===== src/inc/adc_ctrl_pkg.sv =====
/*
  Shared constants for the converter control block: register map, field
  positions, reset values, state codes and timing figures.
  Assumes a 125 MHz system clock and a 32-bit Avalon-MM register bus.
*/
package adc_ctrl_pkg;

  // ----------------------------------------------------------------------
  // Register map (byte addresses)
  // ----------------------------------------------------------------------
  localparam int          ADDR_W              = 5;
  localparam logic [4:0]  OFF_CTRL0           = 5'h00;
  localparam logic [4:0]  OFF_CTRL1           = 5'h04;
  localparam logic [4:0]  OFF_PIN_EN          = 5'h08;
  localparam logic [4:0]  OFF_RESULT          = 5'h0C;
  localparam logic [4:0]  OFF_EVENT           = 5'h10;

  // ----------------------------------------------------------------------
  // Field positions
  // ----------------------------------------------------------------------
  localparam int          C0_START            = 7;
  localparam int          C0_BUSY             = 6;
  localparam int          C0_PDOWN            = 5;
  localparam int          C0_ALIGN            = 4;
  localparam int          C0_CHAN_LO          = 0;
  localparam int          C1_BGSEL            = 7;
  localparam int          C1_BGEN             = 6;
  localparam int          C1_REFERENCE_SOURCE_SEL            = 4;
  localparam int          C1_DIV_LO           = 0;
  localparam int          EV_FLAG             = 0;
  localparam int          EV_ENABLE           = 1;
  localparam int          EV_RANGE_OK         = 2;

  // ----------------------------------------------------------------------
  // Widths, reset values and codes
  // ----------------------------------------------------------------------
  localparam int          RES_W               = 12;
  localparam int          PINS                = 8;
  localparam logic [2:0]  DIV_UNDEFINED       = 3'h7;
  localparam logic [2:0]  CHAN_RST            = 3'h0;
  localparam logic [2:0]  DIV_RST             = 3'h0;
  localparam logic [7:0]  PIN_EN_RST          = 8'hFF;
  localparam logic        BUSY_RST            = 1'b1;
  localparam logic        PDOWN_RST           = 1'b1;
  localparam logic [3:0]  ALIGN_PAD           = 4'h0;

  // ----------------------------------------------------------------------
  // Timing
  // ----------------------------------------------------------------------
  localparam int          CONV_TICKS          = 16;
  localparam int          CLK_PERIOD_NS       = 8;
  localparam int          ADCK_MIN_NS         = 500;
  localparam int          ADCK_MAX_NS         = 10000;
  localparam int          ADCK_MIN_CYC        = (ADCK_MIN_NS + CLK_PERIOD_NS - 1) / CLK_PERIOD_NS;
  localparam int          ADCK_MAX_CYC        = ADCK_MAX_NS / CLK_PERIOD_NS;

  typedef enum logic [2:0] {
    ST_IDLE = 3'b001,
    ST_HOLD = 3'b010,
    ST_CONV = 3'b100
  } conv_state_t;

endpackage


===== src/inc/conv_clk_if.sv =====
/*
  Link between the conversion controller and its clock divider.
  Assumes both ends run on the same system clock.
*/
`timescale 1ns/1ps
interface conv_clk_if;
  logic [2:0] sel;
  logic       clear;
  logic       tick;
  modport ctrl (output sel, output clear, input tick);
  modport div  (input sel, input clear, output tick);
endinterface

===== src/hw/adc_conversion_control.sv =====
/*
  Conversion control for a 12-bit successive approximation converter:
  start and reset sequencing, busy flag, completion event, conversion
  clock, power, reference and analog pin selection, register bus slave.
  Assumes the analog core and port logic run on clk and that the result
  word is stable when the last conversion step has been issued.
*/
// Implementation choices: the placing of the registers and the Avalon-MM register port.
// Function
// A conversion starts once software writes the start bit high and then low again.
// While the start bit is high the converter is held in reset and the busy flag reads one.
// The busy flag clears to zero on its own when a conversion ends.
// Completion sets the request flag, and the interrupt line rises only when enabled.
// The conversion clock is the system clock divided by 1 to 64 for codes 0 to 6.
// Software should keep the conversion clock period between 0.5 us and 10 us.
// The converter is powered only while the power-down bit is zero.
// Software waits a settling delay after power-up before starting a conversion.
// The reference select bit takes the reference from the pin and frees that pin of other uses.
// Each analog enable bit turns its pin into a converter input and drops its digital uses.
// A pull-high on a pin is disconnected while that pin is an analog input.
// An analog enable overrides the port direction setting of its pin.
// A conversion lasts sixteen conversion clock periods from trigger to busy clear.
// The result is left aligned when the format bit is zero, else right aligned, spare bits zero.
// The undefined divider code gives no conversion clock edges.
`timescale 1ns/1ps
module adc_conversion_control
  import adc_ctrl_pkg::*;
(
  input  wire logic              clk,
  input  wire logic              reset,
  input  wire logic [ADDR_W-1:0] avs_address,
  input  wire logic              avs_read,
  input  wire logic              avs_write,
  input  wire logic [3:0]        avs_byteenable,
  input  wire logic [31:0]       avs_writedata,
  output logic      [31:0]       avs_readdata,
  output logic                   avs_waitrequest,
  input  wire logic [RES_W-1:0]  conv_result_data,
  output logic                   conv_reset,
  output logic                   conv_step,
  output logic                   conv_power_on,
  output logic [2:0]             conv_channel,
  output logic                   bandgap_route,
  output logic                   bandgap_enable,
  output logic                   reference_source_sel,
  output logic                   vref_pin_shared_off,
  input  wire logic [PINS-1:0]   port_direction_control,
  input  wire logic [PINS-1:0]   pullup_request,
  output logic [PINS-1:0]        analog_pin_enables,
  output logic [PINS-1:0]        pin_digital_off,
  output logic [PINS-1:0]        pin_input_dir,
  output logic [PINS-1:0]        pin_pullup_on,
  output logic                   conv_irq
);

  // ----------------------------------------------------------------------
  // Register state
  // ----------------------------------------------------------------------
  logic             start_r;
  logic             busy_r;
  logic             busy_nxt;
  logic             pdown_r;
  logic             align_r;
  logic [2:0]       chan_r;
  logic             bgsel_r;
  logic             bgen_r;
  logic             reference_source_sel_r;
  logic [2:0]       div_r;
  logic [PINS-1:0]  pin_en_r;
  logic             flag_r;
  logic             flag_nxt;
  logic             irq_en_r;
  logic [RES_W-1:0] result_r;
  logic             ack_r;
  logic [31:0]      rdata_r;
  logic [31:0]      rdata_nxt;
  logic [3:0]       tick_cnt_r;
  logic [3:0]       tick_cnt_nxt;
  conv_state_t      state_r;
  conv_state_t      state_nxt;

  conv_clk_if clk_link ();

  conv_clock_divider #(
    .DIV_W (6)
  ) u_div (
    .clk   (clk),
    .reset (reset),
    .link  (clk_link)
  );

  // ----------------------------------------------------------------------
  // Bus decode
  // ----------------------------------------------------------------------
  // One wait cycle per access keeps read data registered and timing simple.
  wire        req       = avs_read || avs_write;
  wire        wr_fire   = avs_write && ack_r;
  wire        wr_lane0  = wr_fire && avs_byteenable[0];
  wire        wr_ctrl0  = wr_lane0 && (avs_address == OFF_CTRL0);
  wire        wr_ctrl1  = wr_lane0 && (avs_address == OFF_CTRL1);
  wire        wr_pin_en = wr_lane0 && (avs_address == OFF_PIN_EN);
  wire        wr_event  = wr_lane0 && (avs_address == OFF_EVENT);
  wire [7:0]  wd        = avs_writedata[7:0];

  assign avs_waitrequest = req && !ack_r;
  assign avs_readdata    = rdata_r;

  // ----------------------------------------------------------------------
  // Result formatting and status
  // ----------------------------------------------------------------------
  function automatic logic [15:0] fmt_result(input logic right, input logic [RES_W-1:0] d);
    fmt_result = right ? {ALIGN_PAD, d} : {d, ALIGN_PAD};
  endfunction

  function automatic logic [7:0] period_cycles(input logic [2:0] s);
    period_cycles = 8'(1 << s);
  endfunction

  wire [15:0] result_word = fmt_result(align_r, result_r);
  // Advisory only: the hardware does not refuse a setting outside the range.
  wire        range_ok    = (div_r != DIV_UNDEFINED)
                         && (int'(period_cycles(div_r)) >= ADCK_MIN_CYC)
                         && (int'(period_cycles(div_r)) <= ADCK_MAX_CYC);

  wire [7:0] ctrl0_rd = {start_r, busy_r, pdown_r, align_r, 1'b0, chan_r};
  wire [7:0] ctrl1_rd = {bgsel_r, bgen_r, 1'b0, reference_source_sel_r, 1'b0, div_r};
  wire [7:0] event_rd = {5'h00, range_ok, irq_en_r, flag_r};

  always_comb begin
    rdata_nxt = 32'h0000_0000;
    case (avs_address)
      OFF_CTRL0:  rdata_nxt = {24'h00_0000, ctrl0_rd};
      OFF_CTRL1:  rdata_nxt = {24'h00_0000, ctrl1_rd};
      OFF_PIN_EN: rdata_nxt = {24'h00_0000, pin_en_r};
      OFF_RESULT: rdata_nxt = {16'h0000, result_word};
      OFF_EVENT:  rdata_nxt = {24'h00_0000, event_rd};
      default:    rdata_nxt = 32'h0000_0000;
    endcase
  end

  always_ff @(posedge clk or posedge reset) begin
    if (reset) begin
      ack_r   <= 1'b0;
      rdata_r <= 32'h0000_0000;
    end else begin
      ack_r   <= req && !ack_r;
      rdata_r <= (avs_read && !ack_r) ? rdata_nxt : rdata_r;
    end
  end

  // ----------------------------------------------------------------------
  // Control registers
  // ----------------------------------------------------------------------
  always_ff @(posedge clk or posedge reset) begin
    if (reset) begin
      start_r  <= 1'b0;
      pdown_r  <= PDOWN_RST;
      align_r  <= 1'b0;
      chan_r   <= CHAN_RST;
    end else if (wr_ctrl0) begin
      start_r  <= wd[C0_START];
      pdown_r  <= wd[C0_PDOWN];
      align_r  <= wd[C0_ALIGN];
      chan_r   <= wd[C0_CHAN_LO +: 3];
    end
  end

  always_ff @(posedge clk or posedge reset) begin
    if (reset) begin
      bgsel_r  <= 1'b0;
      bgen_r   <= 1'b0;
      reference_source_sel_r  <= 1'b0;
      div_r    <= DIV_RST;
    end else if (wr_ctrl1) begin
      bgsel_r  <= wd[C1_BGSEL];
      bgen_r   <= wd[C1_BGEN];
      reference_source_sel_r  <= wd[C1_REFERENCE_SOURCE_SEL];
      div_r    <= wd[C1_DIV_LO +: 3];
    end
  end

  always_ff @(posedge clk or posedge reset) begin
    if (reset) pin_en_r <= PIN_EN_RST;
    else if (wr_pin_en) pin_en_r <= wd;
  end

  always_ff @(posedge clk or posedge reset) begin
    if (reset) irq_en_r <= 1'b0;
    else if (wr_event) irq_en_r <= wd[EV_ENABLE];
  end

  // ----------------------------------------------------------------------
  // Conversion sequencer
  // ----------------------------------------------------------------------
  wire last_tick = (tick_cnt_r == 4'(CONV_TICKS - 1));
  wire step      = (state_r == ST_CONV) && clk_link.tick && conv_power_on;
  // A start raised on the last step aborts the run, so it must not count as a completion.
  wire done      = step && last_tick && !start_r;

  always_comb begin
    state_nxt    = state_r;
    tick_cnt_nxt = tick_cnt_r;
    case (state_r)
      ST_IDLE: begin
        if (start_r) state_nxt = ST_HOLD;
      end
      ST_HOLD: begin
        tick_cnt_nxt = 4'h0;
        if (!start_r) state_nxt = ST_CONV;
      end
      ST_CONV: begin
        if (start_r) begin
          state_nxt = ST_HOLD;
        end else if (step) begin
          tick_cnt_nxt = tick_cnt_r + 4'h1;
          if (last_tick) state_nxt = ST_IDLE;
        end
      end
      default: begin
        state_nxt    = ST_IDLE;
        tick_cnt_nxt = 4'h0;
      end
    endcase
  end

  // A raised start bit always wins, so busy reads one even as a run ends.
  assign busy_nxt = (state_nxt != ST_IDLE) ? 1'b1 : (done ? 1'b0 : busy_r);

  // The event flag is write-one-to-clear; a completion in the same cycle wins.
  assign flag_nxt = done || (flag_r && !(wr_event && wd[EV_FLAG]));

  always_ff @(posedge clk or posedge reset) begin
    if (reset) begin
      state_r    <= ST_IDLE;
      tick_cnt_r <= 4'h0;
      busy_r     <= BUSY_RST;
      flag_r     <= 1'b0;
      result_r   <= '0;
    end else begin
      state_r    <= state_nxt;
      tick_cnt_r <= tick_cnt_nxt;
      busy_r     <= busy_nxt;
      flag_r     <= flag_nxt;
      result_r   <= done ? conv_result_data : result_r;
    end
  end

  // ----------------------------------------------------------------------
  // Outputs to core and pins
  // ----------------------------------------------------------------------
  assign clk_link.sel   = div_r;
  assign clk_link.clear = (state_r != ST_CONV);

  assign conv_reset           = (state_r == ST_HOLD);
  assign conv_step            = step;
  assign conv_power_on        = !pdown_r;
  assign conv_channel         = chan_r;
  assign bandgap_route        = bgsel_r;
  assign bandgap_enable       = bgen_r;
  assign reference_source_sel = reference_source_sel_r;
  assign vref_pin_shared_off  = reference_source_sel_r;
  assign analog_pin_enables   = pin_en_r;
  assign pin_digital_off      = pin_en_r;
  assign pin_input_dir        = port_direction_control | pin_en_r;
  assign pin_pullup_on        = pullup_request & ~pin_en_r;
  assign conv_irq             = flag_r && irq_en_r;

  // ----------------------------------------------------------------------
  // Assertions
  // ----------------------------------------------------------------------
  property p_hold_busy;
    @(posedge clk) disable iff (reset) (state_r == ST_HOLD) |-> (busy_r && conv_reset && !conv_step);
  endproperty
  a_hold_busy: assert property (p_hold_busy) else $error("held reset without busy");

  property p_trigger;
    @(posedge clk) disable iff (reset) (state_r == ST_HOLD && !start_r) |=> (state_r == ST_CONV && busy_r);
  endproperty
  a_trigger: assert property (p_trigger) else $error("start fall did not begin conversion");

  property p_done_clears;
    @(posedge clk) disable iff (reset) (done && !start_r) |=> (!busy_r && state_r == ST_IDLE);
  endproperty
  a_done_clears: assert property (p_done_clears) else $error("busy not cleared at end");

  property p_flag_set;
    @(posedge clk) disable iff (reset) done |=> flag_r;
  endproperty
  a_flag_set: assert property (p_flag_set) else $error("completion flag missing");

  property p_irq_gate;
    @(posedge clk) disable iff (reset) (flag_r && !irq_en_r) |-> !conv_irq;
  endproperty
  a_irq_gate: assert property (p_irq_gate) else $error("interrupt raised while disabled");

  property p_flag_clear;
    @(posedge clk) disable iff (reset) (wr_event && wd[EV_FLAG] && !done) |=> !flag_r;
  endproperty
  a_flag_clear: assert property (p_flag_clear) else $error("completion flag not cleared");

  // Steps are counted apart from the sequencer so that a slip in its counter cannot hide.
  logic [4:0] steps_seen_r;
  always_ff @(posedge clk or posedge reset) begin
    if (reset)                   steps_seen_r <= 5'h00;
    else if (state_r != ST_CONV) steps_seen_r <= 5'h00;
    else if (conv_step)          steps_seen_r <= steps_seen_r + 5'h01;
  end

  property p_sixteen;
    @(posedge clk) disable iff (reset) done |-> (steps_seen_r == 5'(CONV_TICKS - 1));
  endproperty
  a_sixteen: assert property (p_sixteen) else $error("conversion length not sixteen");

  property p_div1_len;
    @(posedge clk) disable iff (reset)
      (state_r == ST_HOLD && !start_r && div_r == 3'h0 && !pdown_r && !wr_ctrl0 && !wr_ctrl1)
      ##1 (!start_r && !pdown_r && div_r == 3'h0) [*8] |=> (tick_cnt_r == 4'h8);
  endproperty
  a_div1_len: assert property (p_div1_len) else $error("divide by one step rate wrong");

  property p_pdown_idle;
    @(posedge clk) disable iff (reset) pdown_r |-> !conv_step;
  endproperty
  a_pdown_idle: assert property (p_pdown_idle) else $error("step while powered down");

  property p_pin_override;
    @(posedge clk) disable iff (reset) ((pin_pullup_on & pin_en_r) == 8'h00) && ((pin_input_dir & pin_en_r) == pin_en_r);
  endproperty
  a_pin_override: assert property (p_pin_override) else $error("analog pin keeps pull-up or output");

  property p_left_align;
    @(posedge clk) disable iff (reset) !align_r |-> (result_word[3:0] == 4'h0 && result_word[15:4] == result_r);
  endproperty
  a_left_align: assert property (p_left_align) else $error("left aligned result wrong");

  property p_ref_pin;
    @(posedge clk) disable iff (reset) $rose(reference_source_sel_r) |-> (vref_pin_shared_off && reference_source_sel);
  endproperty
  a_ref_pin: assert property (p_ref_pin) else $error("reference pin not taken over");

  c_conv_done:  cover property (@(posedge clk) disable iff (reset) done);
  c_restart:    cover property (@(posedge clk) disable iff (reset) state_r == ST_CONV && start_r);
  c_irq:        cover property (@(posedge clk) disable iff (reset) $rose(conv_irq));
  c_flag_race:  cover property (@(posedge clk) disable iff (reset) done && wr_event && wd[EV_FLAG]);
  c_undef_stall: cover property (@(posedge clk) disable iff (reset) state_r == ST_CONV && div_r == DIV_UNDEFINED);

endmodule // adc_conversion_control


===== src/hw/conv_clock_divider.sv =====
/*
  Conversion clock divider: one tick per conversion clock period.
  Assumes select and clear come from logic on the same clock.
*/
`timescale 1ns/1ps
module conv_clock_divider
  import adc_ctrl_pkg::*;
#(
  parameter int DIV_W = 6
) (
  input  wire logic clk,
  input  wire logic reset,
  conv_clk_if.div   link
);

  logic [DIV_W-1:0] cnt_r;
  logic [DIV_W-1:0] cnt_nxt;
  logic [DIV_W-1:0] term;
  wire              valid_sel = (link.sel != DIV_UNDEFINED);

  function automatic logic [DIV_W-1:0] div_mask(input logic [2:0] s);
    div_mask = DIV_W'((1 << s) - 1);
  endfunction

  assign term      = div_mask(link.sel);
  // An undefined code stops the ticks so nothing advances on a bad setting.
  assign link.tick = valid_sel && !link.clear && (cnt_r == term);
  assign cnt_nxt   = (link.clear || !valid_sel || link.tick) ? '0 : cnt_r + 1'b1;

  always_ff @(posedge clk or posedge reset) begin
    if (reset) cnt_r <= '0;
    else       cnt_r <= cnt_nxt;
  end

  // ----------------------------------------------------------------------
  // Assertions
  // ----------------------------------------------------------------------
  property p_no_tick_undef;
    @(posedge clk) disable iff (reset) (link.sel == DIV_UNDEFINED) |-> !link.tick;
  endproperty
  a_no_tick_undef: assert property (p_no_tick_undef) else $error("tick on undefined divider code");

  property p_div8_spacing;
    @(posedge clk) disable iff (reset)
      (link.tick && link.sel == 3'h3) ##1 (link.sel == 3'h3 && !link.clear) [*8] |-> link.tick;
  endproperty
  a_div8_spacing: assert property (p_div8_spacing) else $error("divide by 8 spacing wrong");

endmodule // conv_clock_divider


===== config.mk =====
export PLATFORM = sky130hd
export DESIGN_NAME = adc_conversion_control
export DESIGN_NICKNAME = d
export VERILOG_FILES = /design/src/inc/adc_ctrl_pkg.sv /design/src/inc/conv_clk_if.sv /design/src/hw/adc_conversion_control.sv /design/src/hw/conv_clock_divider.sv
export SDC_FILE = /design/constraint.sdc
export NUM_CORES = 1
export LEC_CHECK = 0
export ABC_AREA = 1
export BUFFER_PORTS_ARGS = -buffer_cell sky130_fd_sc_hd__buf_2
export CORE_AREA = 2 2 62 123
export CTS_CLUSTER_DIAMETER = 100
export DETAILED_ROUTE_END_ITERATION = 16
export DIE_AREA = 0 0 64 125
export PLACE_DENSITY = 0.91
export SETUP_SLACK_MARGIN = 0.3
export SLEW_MARGIN = 20
export SYNTH_ARGS = -nofsm -noshare
export SYNTH_HDL_FRONTEND = slang
export SYNTH_SLANG_ARGS = --single-unit

===== constraint.sdc =====
create_clock -name clk -period 5.5 [get_ports clk]
set_input_delay 1.1 -clock clk [delete_from_list [all_inputs] [get_ports clk]]
set_output_delay 1.1 -clock clk [all_outputs]
set_load 0.01 [all_outputs]

# Yosys cells after proc, flatten, opt, wreduce, memory -nomap -nowiden
# Cells that the tools add are included.
# W data, S select, Z words.
[op_classes]
addsub = 3
multipliers = 0
div_mod_pow = 0
magnitude_cmp = 1
n_eq_ne = 14
n_shift = 1
muxes = 14
n_bitwise = 4
reduce_logical = 31
[ops]
columns = ["op", "n"]
rows = [
  ["$pmux W16 S5", 1],
  ["$logic_and A1 B1 Y1", 18],
  ["$mux W16", 1],
  ["$mux W3", 5],
  ["$eq A5 B4 Y1 const B", 2],
  ["$pmux W3 S3", 1],
  ["$and A8 B8 Y8", 1],
  ["$ge A8 B6 Y1 const B", 1],
  ["$mux W4", 2],
  ["$not A8 Y8", 1],
  ["$or A8 B8 Y8", 1],
  ["$pmux W4 S2", 1],
  ["$shl A1 B3 Y8 const A", 1],
  ["$add A6 B1 Y6 const B", 1],
  ["$eq A6 B6 Y1", 1],
  ["$logic_not A1 Y1", 6],
  ["$mux W6", 1],
  ["$ne A3 B3 Y1 const B", 2],
  ["$sub A6 B2 Y6 const B", 1],
  ["$eq A5 B3 Y1 const B", 1],
  ["$eq A5 B5 Y1 const B", 1],
  ["$logic_not A5 Y1", 1],
  ["$add A4 B1 Y4 const B", 1],
  ["$eq A4 B4 Y1 const B", 1],
  ["10 further kinds", 15],
]
[word_totals]
regBits = 81
latch_bits = 0
mem_bits_rw = 0
mem_bits_ro = 0
wordCells = 86
mem_count = 0

# Logic depth before layout (Yosys ltp)
# Gate-level depths: netlist of the first run.
[depth]
ltp_word = 11
ltp_mapped = 16
mapped_depth_nobuf = 15

# Modules after synthesis
# A second synthesis of the first run with hierarchy kept.
[hier_totals]
cells_unflattened = 468
hier_area_um2 = 3657.3
[by_module_without_submodules]
columns = ["module", "instances", "cells_per_inst", "area_per_inst_um2", "seq_area_each_um2"]
rows = [
  ["adc_conversion_control", 1, 397, 3176.8, 1490.2],
  ["conv_clock_divider", 1, 71, 480.5, 150.1],
]

# Worst setup path after synthesis of the first run
# Ideal clock, no wire load.
[synth_path]
kind = "register -> output"
start = "reg div_r[2], in the netlist clk_link.sel[2]"
end = "out conv_step"
arrival_time_ns = 1.800
required_ns = 4.400
setup_slack_ns = 2.600
path_stages_with_launch = 13
cell_sequence = "dfrtp_1 -> buf_6 -> nor3_1 -> inv_1 -> ha_1 -> nand2_1 -> inv_1 -> nor2_1 -> nand3_1 -> nor2_2 -> nand2_2 -> nor3_4 -> buf_6"
[synth_via]
elab_chain_cells = 6
word_cells_on_any_way = 8
[synth_lines]
columns = ["item", "line_no", "source"]
rows = [
  ["start: declaration", "adc_conversion_control.sv:68", "logic [2:0] div_r;"],
  ["start signal: assignment", "adc_conversion_control.sv:178", "div_r <= wd[C1_DIV_LO +: 3];"],
  ["$shl A1 B3 Y8", "conv_clock_divider.sv:22", "div_mask = DIV_W'((1 << s) - 1);"],
  ["$sub A6 B2 Y6", "conv_clock_divider.sv:22", ""],
  ["$eq A6 B6 Y1", "conv_clock_divider.sv:27", "assign link.tick = valid_sel && !link.clear && (cnt_r == term);"],
  ["$logic_and A1 B1 Y1 (*)", "conv_clock_divider.sv:27", ""],
  ["$logic_and A1 B1 Y1 (*) (2 in series)", "adc_conversion_control.sv:196", "wire step = (state_r == ST_CONV) && clk_link.tick && conv_power_on;"],
  ["end: declaration", "adc_conversion_control.sv:40", "output logic conv_step,"],
]
# Every way passes the cells marked *; elsewhere a longest branch is shown, timed or not.

# Final worst setup path of the first run
[layout_path]
start = "reg div_r[1], in the netlist clk_link.sel[1]"
end = "out conv_step"
# The elaborated chain is that of the path after synthesis.

==> metrics.csv, run 1 <==
metric;value;unit
outcome;finished clean;
layout.area.seq;1640;um2
finClkSkew;0.006453;ns
p_int;953.0;uW
ys_top_cells_by_area;dfrtp_1 38%, nand2_1 14%, dfstp_2 8.1%, o21ai_0 5.9%, buf_4 5.4%;
first_global_vias;3077;
report.power.total;1334;uW
synth_async_sr_flop_share;100.0;%
die_area;8000;um2
avgSynthCellArea;7.734;um2
insertedDiodeCount;0;
grt.overflow.total;0;
deepest_level_of_the_cts_h_tree;3;
fillCellCount;586;
critPathTopFamily;simple AND/OR/NAND/NOR gates;
swShare;28.57;%
period_minus_slack;3.729;ns
worstPathRequired;4.40;ns
cts_resized;0;
path_common_cell;inv_1;
clkPwrFrac;43.3;%
num_io_pins;149;
wire_length_of_the_first_global_routing_pass;14230;um
drv_slew;0;
max_clock_freq;0.2682;GHz
floorplan.die.width;64;um
fin_cells;656;
powerDensity;308.2;nW/um2
post_dp_hpwl;6360;um
critPathArrivalTime;2.63;ns
post_route_cells_drive_above_1_share;28.19;%
antenna_found_initial;0;
die_y;125;um
timing_worst_slew_pin_value;0.9015;ns
combinationalPowerShare;15.8;%
final_util;60.96;%
fp.coreArea;7102;um2
cts_bufs_inserted;9;
numClockSinks;65;
syn-instance-count;464;
crit_slowest_cell;dfrtp_1;
detailedPlace.worstSlack;2.158;ns
worstSetupStartpointType;flop;
ys_ff_latch;65;
class_of_the_most_critical_setup_path;flop to output port;
worst_setup_path_end_kind;output port;
dr_total_vias;3359;
max_cap_viols;0;
gp_congestion;0.8842;
timing.final.ws_setup;1.771;ns
cts.hold.buffers_added;0;
seq_power_share;40.9;%
largest_net_degree_at_the_start_of_global_routing;66;
mapped_area;3588;um2
multi_input_area;1530;um2
grt.total_usage;22.58;%
synth.largest_area_cell;dfrtp_1;
synth_enable_flop_cells;0;
min_path_type;flop to flop;
crit_buf_inv;3;
drc_errors;0;
dpl.cell_count;640;
post_cts_setup_buffer_count;0;
site_row_count;44;
area_growth_syn_to_layout;20.64;%
vdd.ir_drop.worst;0.0002408;V
synth.yosys.warnings;0;
clock_path_buffers;2;
rsz0062_at_grt;false;
power.static_leakage;0.002375;uW
timing.final.crit_share;67.80;%
layout.nets;635;
finalHoldViolCount;0;
floorplan.initialDensity;50.53;%
synth.lib_cells_used.distinct;39;
ys_seq_area_share;45.71;%
cts-root-buf;clkbuf_16;
port_buffers;105;
netlist.area_leader.share;37.66;%
clock_insertion_delay_worst_skew;0.34;ns
finalSetupTns;0;ns
slowest_delay;0.52;ns
tritoncts;yes;
critical_path.cell_chain;nor3_1, inv_1, ha_1, nand2_1, inv_1, nor2_1, nand3_1, nor2_2, nand2_2, nor3_4, buf_2;
wire_per_inst;13.38;um
drt_iter0_markers;230;
antenna_left;0;
critical_path.max_fanout;15;
p_sw;381.2;uW
vias_per_cell;5.120;
drt_wl_total;8778;um
slew_headroom;39.68;%
dominantRegCellSynth;dfrtp_1;
finalSetupViolations;0;
detailedRoute.firstPassIterationCount;5;
path_clk_slew;0.06;ns
-- state kept, by name, indices dropped and copies added, names as in the netlist --
register / cells
state_r: 3
clk_link.sel: 3
ack_r: 1
u_div.cnt_r: 6
reference_source_sel: 1
busy_r: 1
bandgap_route: 1
analog_pin_enables: 8
align_r: 1
bandgap_enable: 1
pdown_r: 1
avs_readdata: 16
start_r: 1
irq_en_r: 1
tick_cnt_r: 4
result_r: 12
conv_channel: 3
flag_r: 1
-- final timing paths --
path                                        startpoint                          end  slack (ns)  depth (start not counted)
max                        clk_link.sel[1]$_DFFE_PP0P_                    conv_step        1.77                         11
min                                    ack_r$_DFF_PP0_              ack_r$_DFF_PP0_        0.47                          1
max reg2reg                clk_link.sel[1]$_DFFE_PP0P_      result_r[6]$_DFFE_PP0P_        3.07                         13
min reg2reg                            ack_r$_DFF_PP0_              ack_r$_DFF_PP0_        0.47                          1
max in group asynchronous                        reset      result_r[7]$_DFFE_PP0P_        3.99                          3
min in group asynchronous                        reset  clk_link.sel[2]$_DFFE_PP0P_        0.99                          3
-- cell usage in the layout, fill, tap and decap left out, types with 4 or more instances in the layout --
master | Yosys | routed
o21ai_0 | 42 | 42
nor2_1 | 40 | 40
buf_2 | 2 | 105
or2_2 | 8 | 8
dfrtp_1 | 54 | 54
clkbuf_16 | 0 | 9
inv_1 | 49 | 48
dfstp_2 | 11 | 11
a21oi_1 | 8 | 8
nand4_1 | 14 | 14
nand3_1 | 25 | 25
nor2_2 | 4 | 4
nand2_2 | 4 | 4
nand2_1 | 131 | 131
conb_1 | 1 | 16
-- cell families after synthesis --
kind of cell / share of synthesized area [%]
other cells: 0.1045
buf+inv: 13.22
mux: 0.3138
compound gates: 8.682
fa+ha+maj: 1.046
flops: 45.71
simple gates: 29.95
xor+xnor: 0.9765
-- layer usage --
metal / track usage, % / part of all wire [%] / vias up
met5: 0 / 0 / -
met4: 9.974 / 2.8 / 0
met3: 3.867 / 6.8 / 20
met2: 38.11 / 50 / 164
met1: 27.80 / 41 / 1539
li1: - / - / 1636
-- metrics by stage --
step                instance area (um2)  hold slack [ns]
global route                       4329           0.5003
CTS                                4329           0.4639
detailed placement                 4024           0.4565
finish                             4329           0.4672
floorplan                          3645           0.4476
global placement                   4024           0.4374
-- layout make-up --
class / count / area share [%]
Clock inverter: 6 / 1.532
Clock buffer: 10 / 5.520
Timing Repair Buffer: 106 / 12.31
Multi-Input combinational cell: 323 / 35.35
Tap cell: 92 / 2.659
Inverter: 54 / 4.740
Sequential cell: 65 / 37.89
-- power by group through the flow --
stage | Sequential, uW | Combinational (uW) | Clock [uW]
floorplan | 545 | 157 | 0
global placement | 552 | 200 | 0
detailed placement | 552 | 207 | 0
CTS | 545 | 210 | 581
global route | 549 | 234 | 599
finish | 546 | 210 | 578
-- cells in the mapped netlist, drive strengths merged (4+ instances only) --
cell type,count
buf,32
or2,8
nand4,15
a21oi,8
nand3,25
inv,52
o21ai,45
clkbuf,5
nor2,45
dfrtp,54
nor3,4
dfstp,11
nand2,137
No activity file was read; power rests on OpenSTA's default activity.
==> run 2, diff against run 1 <==
--- a/config.mk
+++ b/config.mk
@@ -7,11 +7,11 @@
 export LEC_CHECK = 0
 export ABC_AREA = 1
 export BUFFER_PORTS_ARGS = -buffer_cell sky130_fd_sc_hd__buf_2
-export CORE_AREA = 2 2 62 123
+export CORE_AREA = 2 2 67 133
 export CTS_CLUSTER_DIAMETER = 100
 export DETAILED_ROUTE_END_ITERATION = 16
-export DIE_AREA = 0 0 64 125
-export PLACE_DENSITY = 0.91
+export DIE_AREA = 0 0 69 135
+export PLACE_DENSITY = 0.83
 export SETUP_SLACK_MARGIN = 0.3
 export SLEW_MARGIN = 20
 export SYNTH_ARGS = -nofsm -noshare
==> constraint.sdc (replaced) <==
create_clock -name clk -period 3.1 [get_ports clk]
set_input_delay 0.62 -clock clk [delete_from_list [all_inputs] [get_ports clk]]
set_output_delay 0.62 -clock clk [all_outputs]
set_load 0.01 [all_outputs]
==> metrics.csv, run 2 (same netlist as run 1, synthesis figures left out) <==
metric;value;unit
outcome;finished clean;
most-common-layout-cells;131 x nand2_1, 105 x buf_2, 51 x dfrtp_1, 48 x inv_1, 42 x o21ai_0;
floorplan.initialDensity;43.59;%
vdd.ir_drop.worst;0.0002853;V
antenna_left;0;
insertedDiodeCount;0;
grt.total_usage;20.32;%
wire_per_inst;13.70;um
timing.final.ws_setup;0.2852;ns
vias_per_cell;5.096;
floorplan.die.width;69;um
critPathArrivalTime;2.19;ns
worstSetupStartpointType;flop;
grt.overflow.total;0;
finalHoldViolCount;0;
area_growth_syn_to_layout;22.07;%
clock_path_buffers;2;
die_y;135;um
numClockSinks;65;
detailedRoute.firstPassIterationCount;4;
antenna_found_initial;0;
num_io_pins;149;
finClkSkew;0.007073;ns
die_area;9315;um2
worst_setup_path_end_kind;output port;
powerDensity;539.8;nW/um2
post_route_cells_drive_above_1_share;29.12;%
first_global_vias;3334;
slew_headroom;61.30;%
drc_errors;0;
clock_insertion_delay_worst_skew;0.33;ns
period_minus_slack;2.815;ns
power.static_leakage;0.002411;uW
gp_congestion;0.9123;
largest_net_degree_at_the_start_of_global_routing;30;
cts-root-buf;clkbuf_16;
wire_length_of_the_first_global_routing_pass;15030;um
max_cap_viols;0;
critical_path.max_fanout;5;
drt_iter0_markers;263;
layout.cells.most_common;nand2_1;
fin_hold_ws;0.3210;ns
tritoncts;yes;
drv_slew;0;
path_clk_slew;0.05;ns
max_clock_freq;0.3553;GHz
max_reg_flops;16;
detailedPlace.worstSlack;0.5515;ns
timing_worst_slew_pin_value;0.5798;ns
drt_wl_total;9149;um
finalSetupTns;0;ns
rsz0062_at_grt;true;
dr_total_vias;3404;
worstPathRequired;2.48;ns
timing.final.crit_share;90.80;%
fp.coreArea;8233;um2
cts_bufs_inserted;9;
site_row_count;47;
min_path_type;input pin to asynchronous set/reset pin;
deepest_level_of_the_cts_h_tree;3;
cts.hold.buffers_added;0;
layout.nets;641;
port_buffers;105;
post_dp_hpwl;7100;um
finalSetupViolations;0;
class_of_the_most_critical_setup_path;flop to output port;
==> run 2: power breakdown <==
group / leakage [uW] / internal [uW] / switching, uW / total (uW)
Clock: 0.000150 / 663 / 351 / 1010
Combinational: 0.00147 / 140 / 242 / 382
Sequential: 0.000790 / 912 / 56.5 / 969
Total: 0.00241 / 1720 / 649 / 2360
==> run 2: stage by stage <==
stage	power (uW)	std cells	area [um2]	utilization [%]
3_5_place_dp	1353	649	4054	49.24
2_1_floorplan	1245	479	3645	-
5_1_grt	2466	668	4380	53.21
6_report	2365	668	4380	53.21
4_1_cts	2365	668	4380	53.21
3_3_place_gp	1340	649	4054	49.24
==> run 2: repair_timing <==
item,CTS,global route
pin swaps,0,0
gates resized for setup,3,0
setup buffers,3,0
hold endpoints to repair,0,0
endpoints found under the setup margin,1,1
==> run 2: worst max-delay path: stages (launching register included) <==
cell	delay (ns)
dfrtp_2	0.45
nor2_4	0.16
nand2_2	0.07
ha_1	0.31
nand2_1	0.06
inv_1	0.03
nor2_1	0.11
nand3_1	0.11
nor2_2	0.10
nand2_2	0.09
nor3_4	0.18
buf_2	0.18
==> run 2: worst paths after layout <==
check / start / to / slack [ns] / cells after the start
max in group asynchronous: reset / busy_r$_DFFE_PP1P_ / 1.97 / 3
hold / removal: reset / bandgap_enable$_DFFE_PP0P_ / 0.32 / 2
setup / recovery: clk_link.sel[0]$_DFFE_PP0P_ / conv_step / 0.29 / 11
min in group clk: ack_r$_DFF_PP0_ / ack_r$_DFF_PP0_ / 0.45 / 1
setup reg to reg: clk_link.sel[0]$_DFFE_PP0P_ / result_r[1]$_DFFE_PP0P_ / 0.80 / 13
hold reg to reg: ack_r$_DFF_PP0_ / ack_r$_DFF_PP0_ / 0.45 / 1
==> run 2: final cells by class <==
class | count | area [um2]
clock buffer | 13 | 260.3
fill | 771 | 3852
clock inverter | 3 | 40.04
sequential | 65 | 1644
multi-input combinational | 323 | 1530
tap | 98 | 122.6
timing repair buffer | 112 | 578.1
inverter | 54 | 205.2
==> run 2: metal layers <==
metal  share of wire [%]  wire (um)  track usage [%]  vias up
met3                 5.5        501            5.075       37
met1                  34       3126            19.59     1591
met5                   0          0                0        -
li1                    -          -                -     1643
met4                 5.0        460            13.40        0
met2                  55       5060            37.39      133
==> run 3, diff against run 2 <==
--- a/config.mk
+++ b/config.mk
@@ -5,7 +5,6 @@
 export SDC_FILE = /design/constraint.sdc
 export NUM_CORES = 1
 export LEC_CHECK = 0
-export ABC_AREA = 1
 export BUFFER_PORTS_ARGS = -buffer_cell sky130_fd_sc_hd__buf_2
 export CORE_AREA = 2 2 67 133
 export CTS_CLUSTER_DIAMETER = 100
==> metrics.csv, run 3 <==
metric;value;unit
finalSetupTns;0;ns
period_minus_slack;2.959;ns
num_io_pins;149;
synth.yosys.warnings;0;
dr_total_vias;3027;
dpl.cell_count;526;
drc_errors;0;
max_reg_flops;16;
max_cap_viols;0;
rsz0062_at_grt;true;
yosys.cell_count.top_type;dfrtp_1;
syn-instance-count;339;
worstSetupStartpointType;flop;
swShare;29.51;%
insertedDiodeCount;0;
layout.nets;516;
drt_iter0_markers;278;
critical_path.max_fanout;4;
cts-root-buf;clkbuf_16;
finalHoldViolCount;0;
finalSetupViolations;0;
gp_congestion;0.8784;
port_buffers;105;
timing_worst_slew_pin_value;0.6768;ns
seq_power_share;40.1;%
ys_seq_area_share;45.66;%
die_area;9315;um2
cts_bufs_inserted;9;
slew_headroom;54.71;%
dominantRegCellSynth;dfrtp_1;
deepest_level_of_the_cts_h_tree;3;
p_int;1734;uW
final_util;54.32;%
synth_async_sr_flop_share;100.0;%
clock_insertion_delay_worst_skew;0.34;ns
numClockSinks;65;
netlist.area_leader.share;37.62;%
wire_per_inst;17.36;um
worstReg2RegEnd;state_r[2]$_DFF_PP0_;
critPathArrivalTime;2.34;ns
timing.critical_path.from;clk_link.sel[2]$_DFFE_PP0P_;
floorplan.initialDensity;43.63;%
reg2reg_slack;0.32;ns
finClkSkew;0.006285;ns
site_row_count;47;
endpoint;conv_step;
timing.final.crit_share;95.45;%
clkPwrFrac;41.6;%
path_clk_slew;0.06;ns
min_path_type;input pin to asynchronous set/reset pin;
met3_length;470;um
grt.overflow.total;0;
grt.total_usage;20.32;%
drt_wl_total;9429;um
p_sw;725.8;uW
worstPathRequired;2.48;ns
combinationalPowerShare;18.3;%
ys_top_cells_by_area;dfrtp_1 38%, mux2_2 8.2%, dfstp_2 8.0%, buf_4 5.2%, mux2_4 3.3%;
most-common-layout-cells;105 x buf_2, 54 x dfrtp_1, 26 x mux2_2, 21 x nor2_1, 21 x nand2_1;
fp.coreArea;8233;um2
tritoncts;yes;
largest_net_degree_at_the_start_of_global_routing;35;
synth.cells.most_frequent;54 x dfrtp_1, 26 x mux2_2, 25 x buf_4;
timing.final.ws_setup;0.1411;ns
worst_setup_path_end_kind;output port;
powerDensity;550.0;nW/um2
mapped_area;3592;um2
class_of_the_most_critical_setup_path;flop to output port;
post_route_cells_drive_above_1_share;44.49;%
drv_slew;0;
power.static_leakage;0.002207;uW
clock_path_buffers;2;
ys_ff_latch;65;
rr_worst_depth;8;
post_dp_hpwl;7032;um
vias_per_cell;5.575;
floorplan.die.width;69;um
first_global_vias;3038;
wire_length_of_the_first_global_routing_pass;14950;um
routed-wl-met2;5214;um
avgSynthCellArea;10.60;um2
outcome;finished clean;
synth_enable_flop_cells;0;
antenna_left;0;
synth.largest_area_cell;dfrtp_1;
maxUsedRoutingLayer;met4;
routedLengthMet1;3305;um
layout.cells.most_common;buf_2;
worst_r2r_startpoint;clk_link.sel[2]$_DFFE_PP0P_;
die_y;135;um
fin_cells;543;
synth.lib_cells_used.distinct;53;
detailedRoute.firstPassIterationCount;4;
antenna_found_initial;0;
area_growth_syn_to_layout;24.49;%
vdd.ir_drop.worst;0.0002924;V
max_clock_freq;0.3380;GHz
detailedPlace.worstSlack;0.3556;ns
==> run 3: cell types whose count changed in the layout (fill, tap and decap cells not counted), sizes merged, moves of 13 or more <==
cell,before,now
o21ai,45,14
inv,52,10
mux2,1,34
a22o,0,13
nor2,45,22
nand2,137,21
==> run 3: cells by family after synthesis <==
| family | after synthesis | synth area share, % |
|---|---|---|
| compound gates | 50 | 9.719 |
| fa+ha+maj | 3 | 1.045 |
| mux | 42 | 14.42 |
| simple gates | 122 | 18.95 |
| other cells | 1 | 0.1044 |
| xor+xnor | 8 | 1.951 |
| flops | 65 | 45.66 |
| buf+inv | 48 | 8.150 |
==> run 3: cell type report <==
type / instances / area, um2
Fill cell: 700 / 3761
Tap cell: 98 / 122.6
Timing Repair Buffer: 115 / 608.1
Multi-Input combinational cell: 241 / 1767
Inverter: 8 / 30.03
Clock inverter: 7 / 78.83
Clock buffer: 9 / 225.2
Sequential cell: 65 / 1640
==> run 3: metrics by stage <==
stage	power [uW]	hold WS [ns]	area (um2)
after global placement	1400	0.4526	4115
final	2459	0.2586	4472
after CTS	2465	0.2615	4458
after global routing	2560	0.2866	4472
after detailed placement	1417	0.4593	4115
after floorplan	1297	0.4583	3662
==> run 3: power by group through the flow <==
stage / Clock [uW] / Combinational [uW] / Sequential [uW]
3_5_place_dp: 0 / 420 / 997
6_report: 1020 / 450 / 986
4_1_cts: 1040 / 445 / 984
3_3_place_gp: 0 / 407 / 993
5_1_grt: 1070 / 492 / 995
2_1_floorplan: 0 / 340 / 957
==> run 3: per-layer routing <==
layer / track usage (%) / vias up
li1: - / 1377
met1: 20.49 / 1502
met2: 36.65 / 117
met3: 4.701 / 31
met4: 13.40 / 0
met5: 0 / -
==> run 3: worst min path at each step <==
| stage | depth (start not counted) | start | slack [ns] | end |
|---|---|---|---|---|
| after floorplan | 1 | flag_r$_DFF_PP0_ | 0.46 | flag_r$_DFF_PP0_ |
| after CTS | 2 | reset | 0.26 | conv_channel[2]$_DFFE_PP0P_ |
| after global placement | 2 | avs_readdata[5]$_DFFE_PP0P_ | 0.45 | avs_readdata[5]$_DFFE_PP0P_ |
| final | 2 | reset | 0.26 | conv_channel[0]$_DFFE_PP0P_ |
| after global routing | 2 | reset | 0.29 | conv_channel[2]$_DFFE_PP0P_ |
| after detailed placement | 2 | avs_readdata[5]$_DFFE_PP0P_ | 0.46 | avs_readdata[5]$_DFFE_PP0P_ |
==> run 3: repair_timing <==
item                                    CTS  global route
gates cloned                              0             0
resized for setup                         4             4
endpoints found under the setup margin    1            15
hold buffers                              0             0
endpoints found under the hold margin     0             0
pin swaps                                 5             0
buffers inserted                          1             0
==> run 3: critical path: stages (launching register included) <==
cell and delay [ns]:
dfrtp_1 0.37, or3_4 0.39, ha_4 0.19, o211a_1 0.14, o31a_1 0.30, a311o_1 0.32, nor3_2 0.13, buf_2 0.16
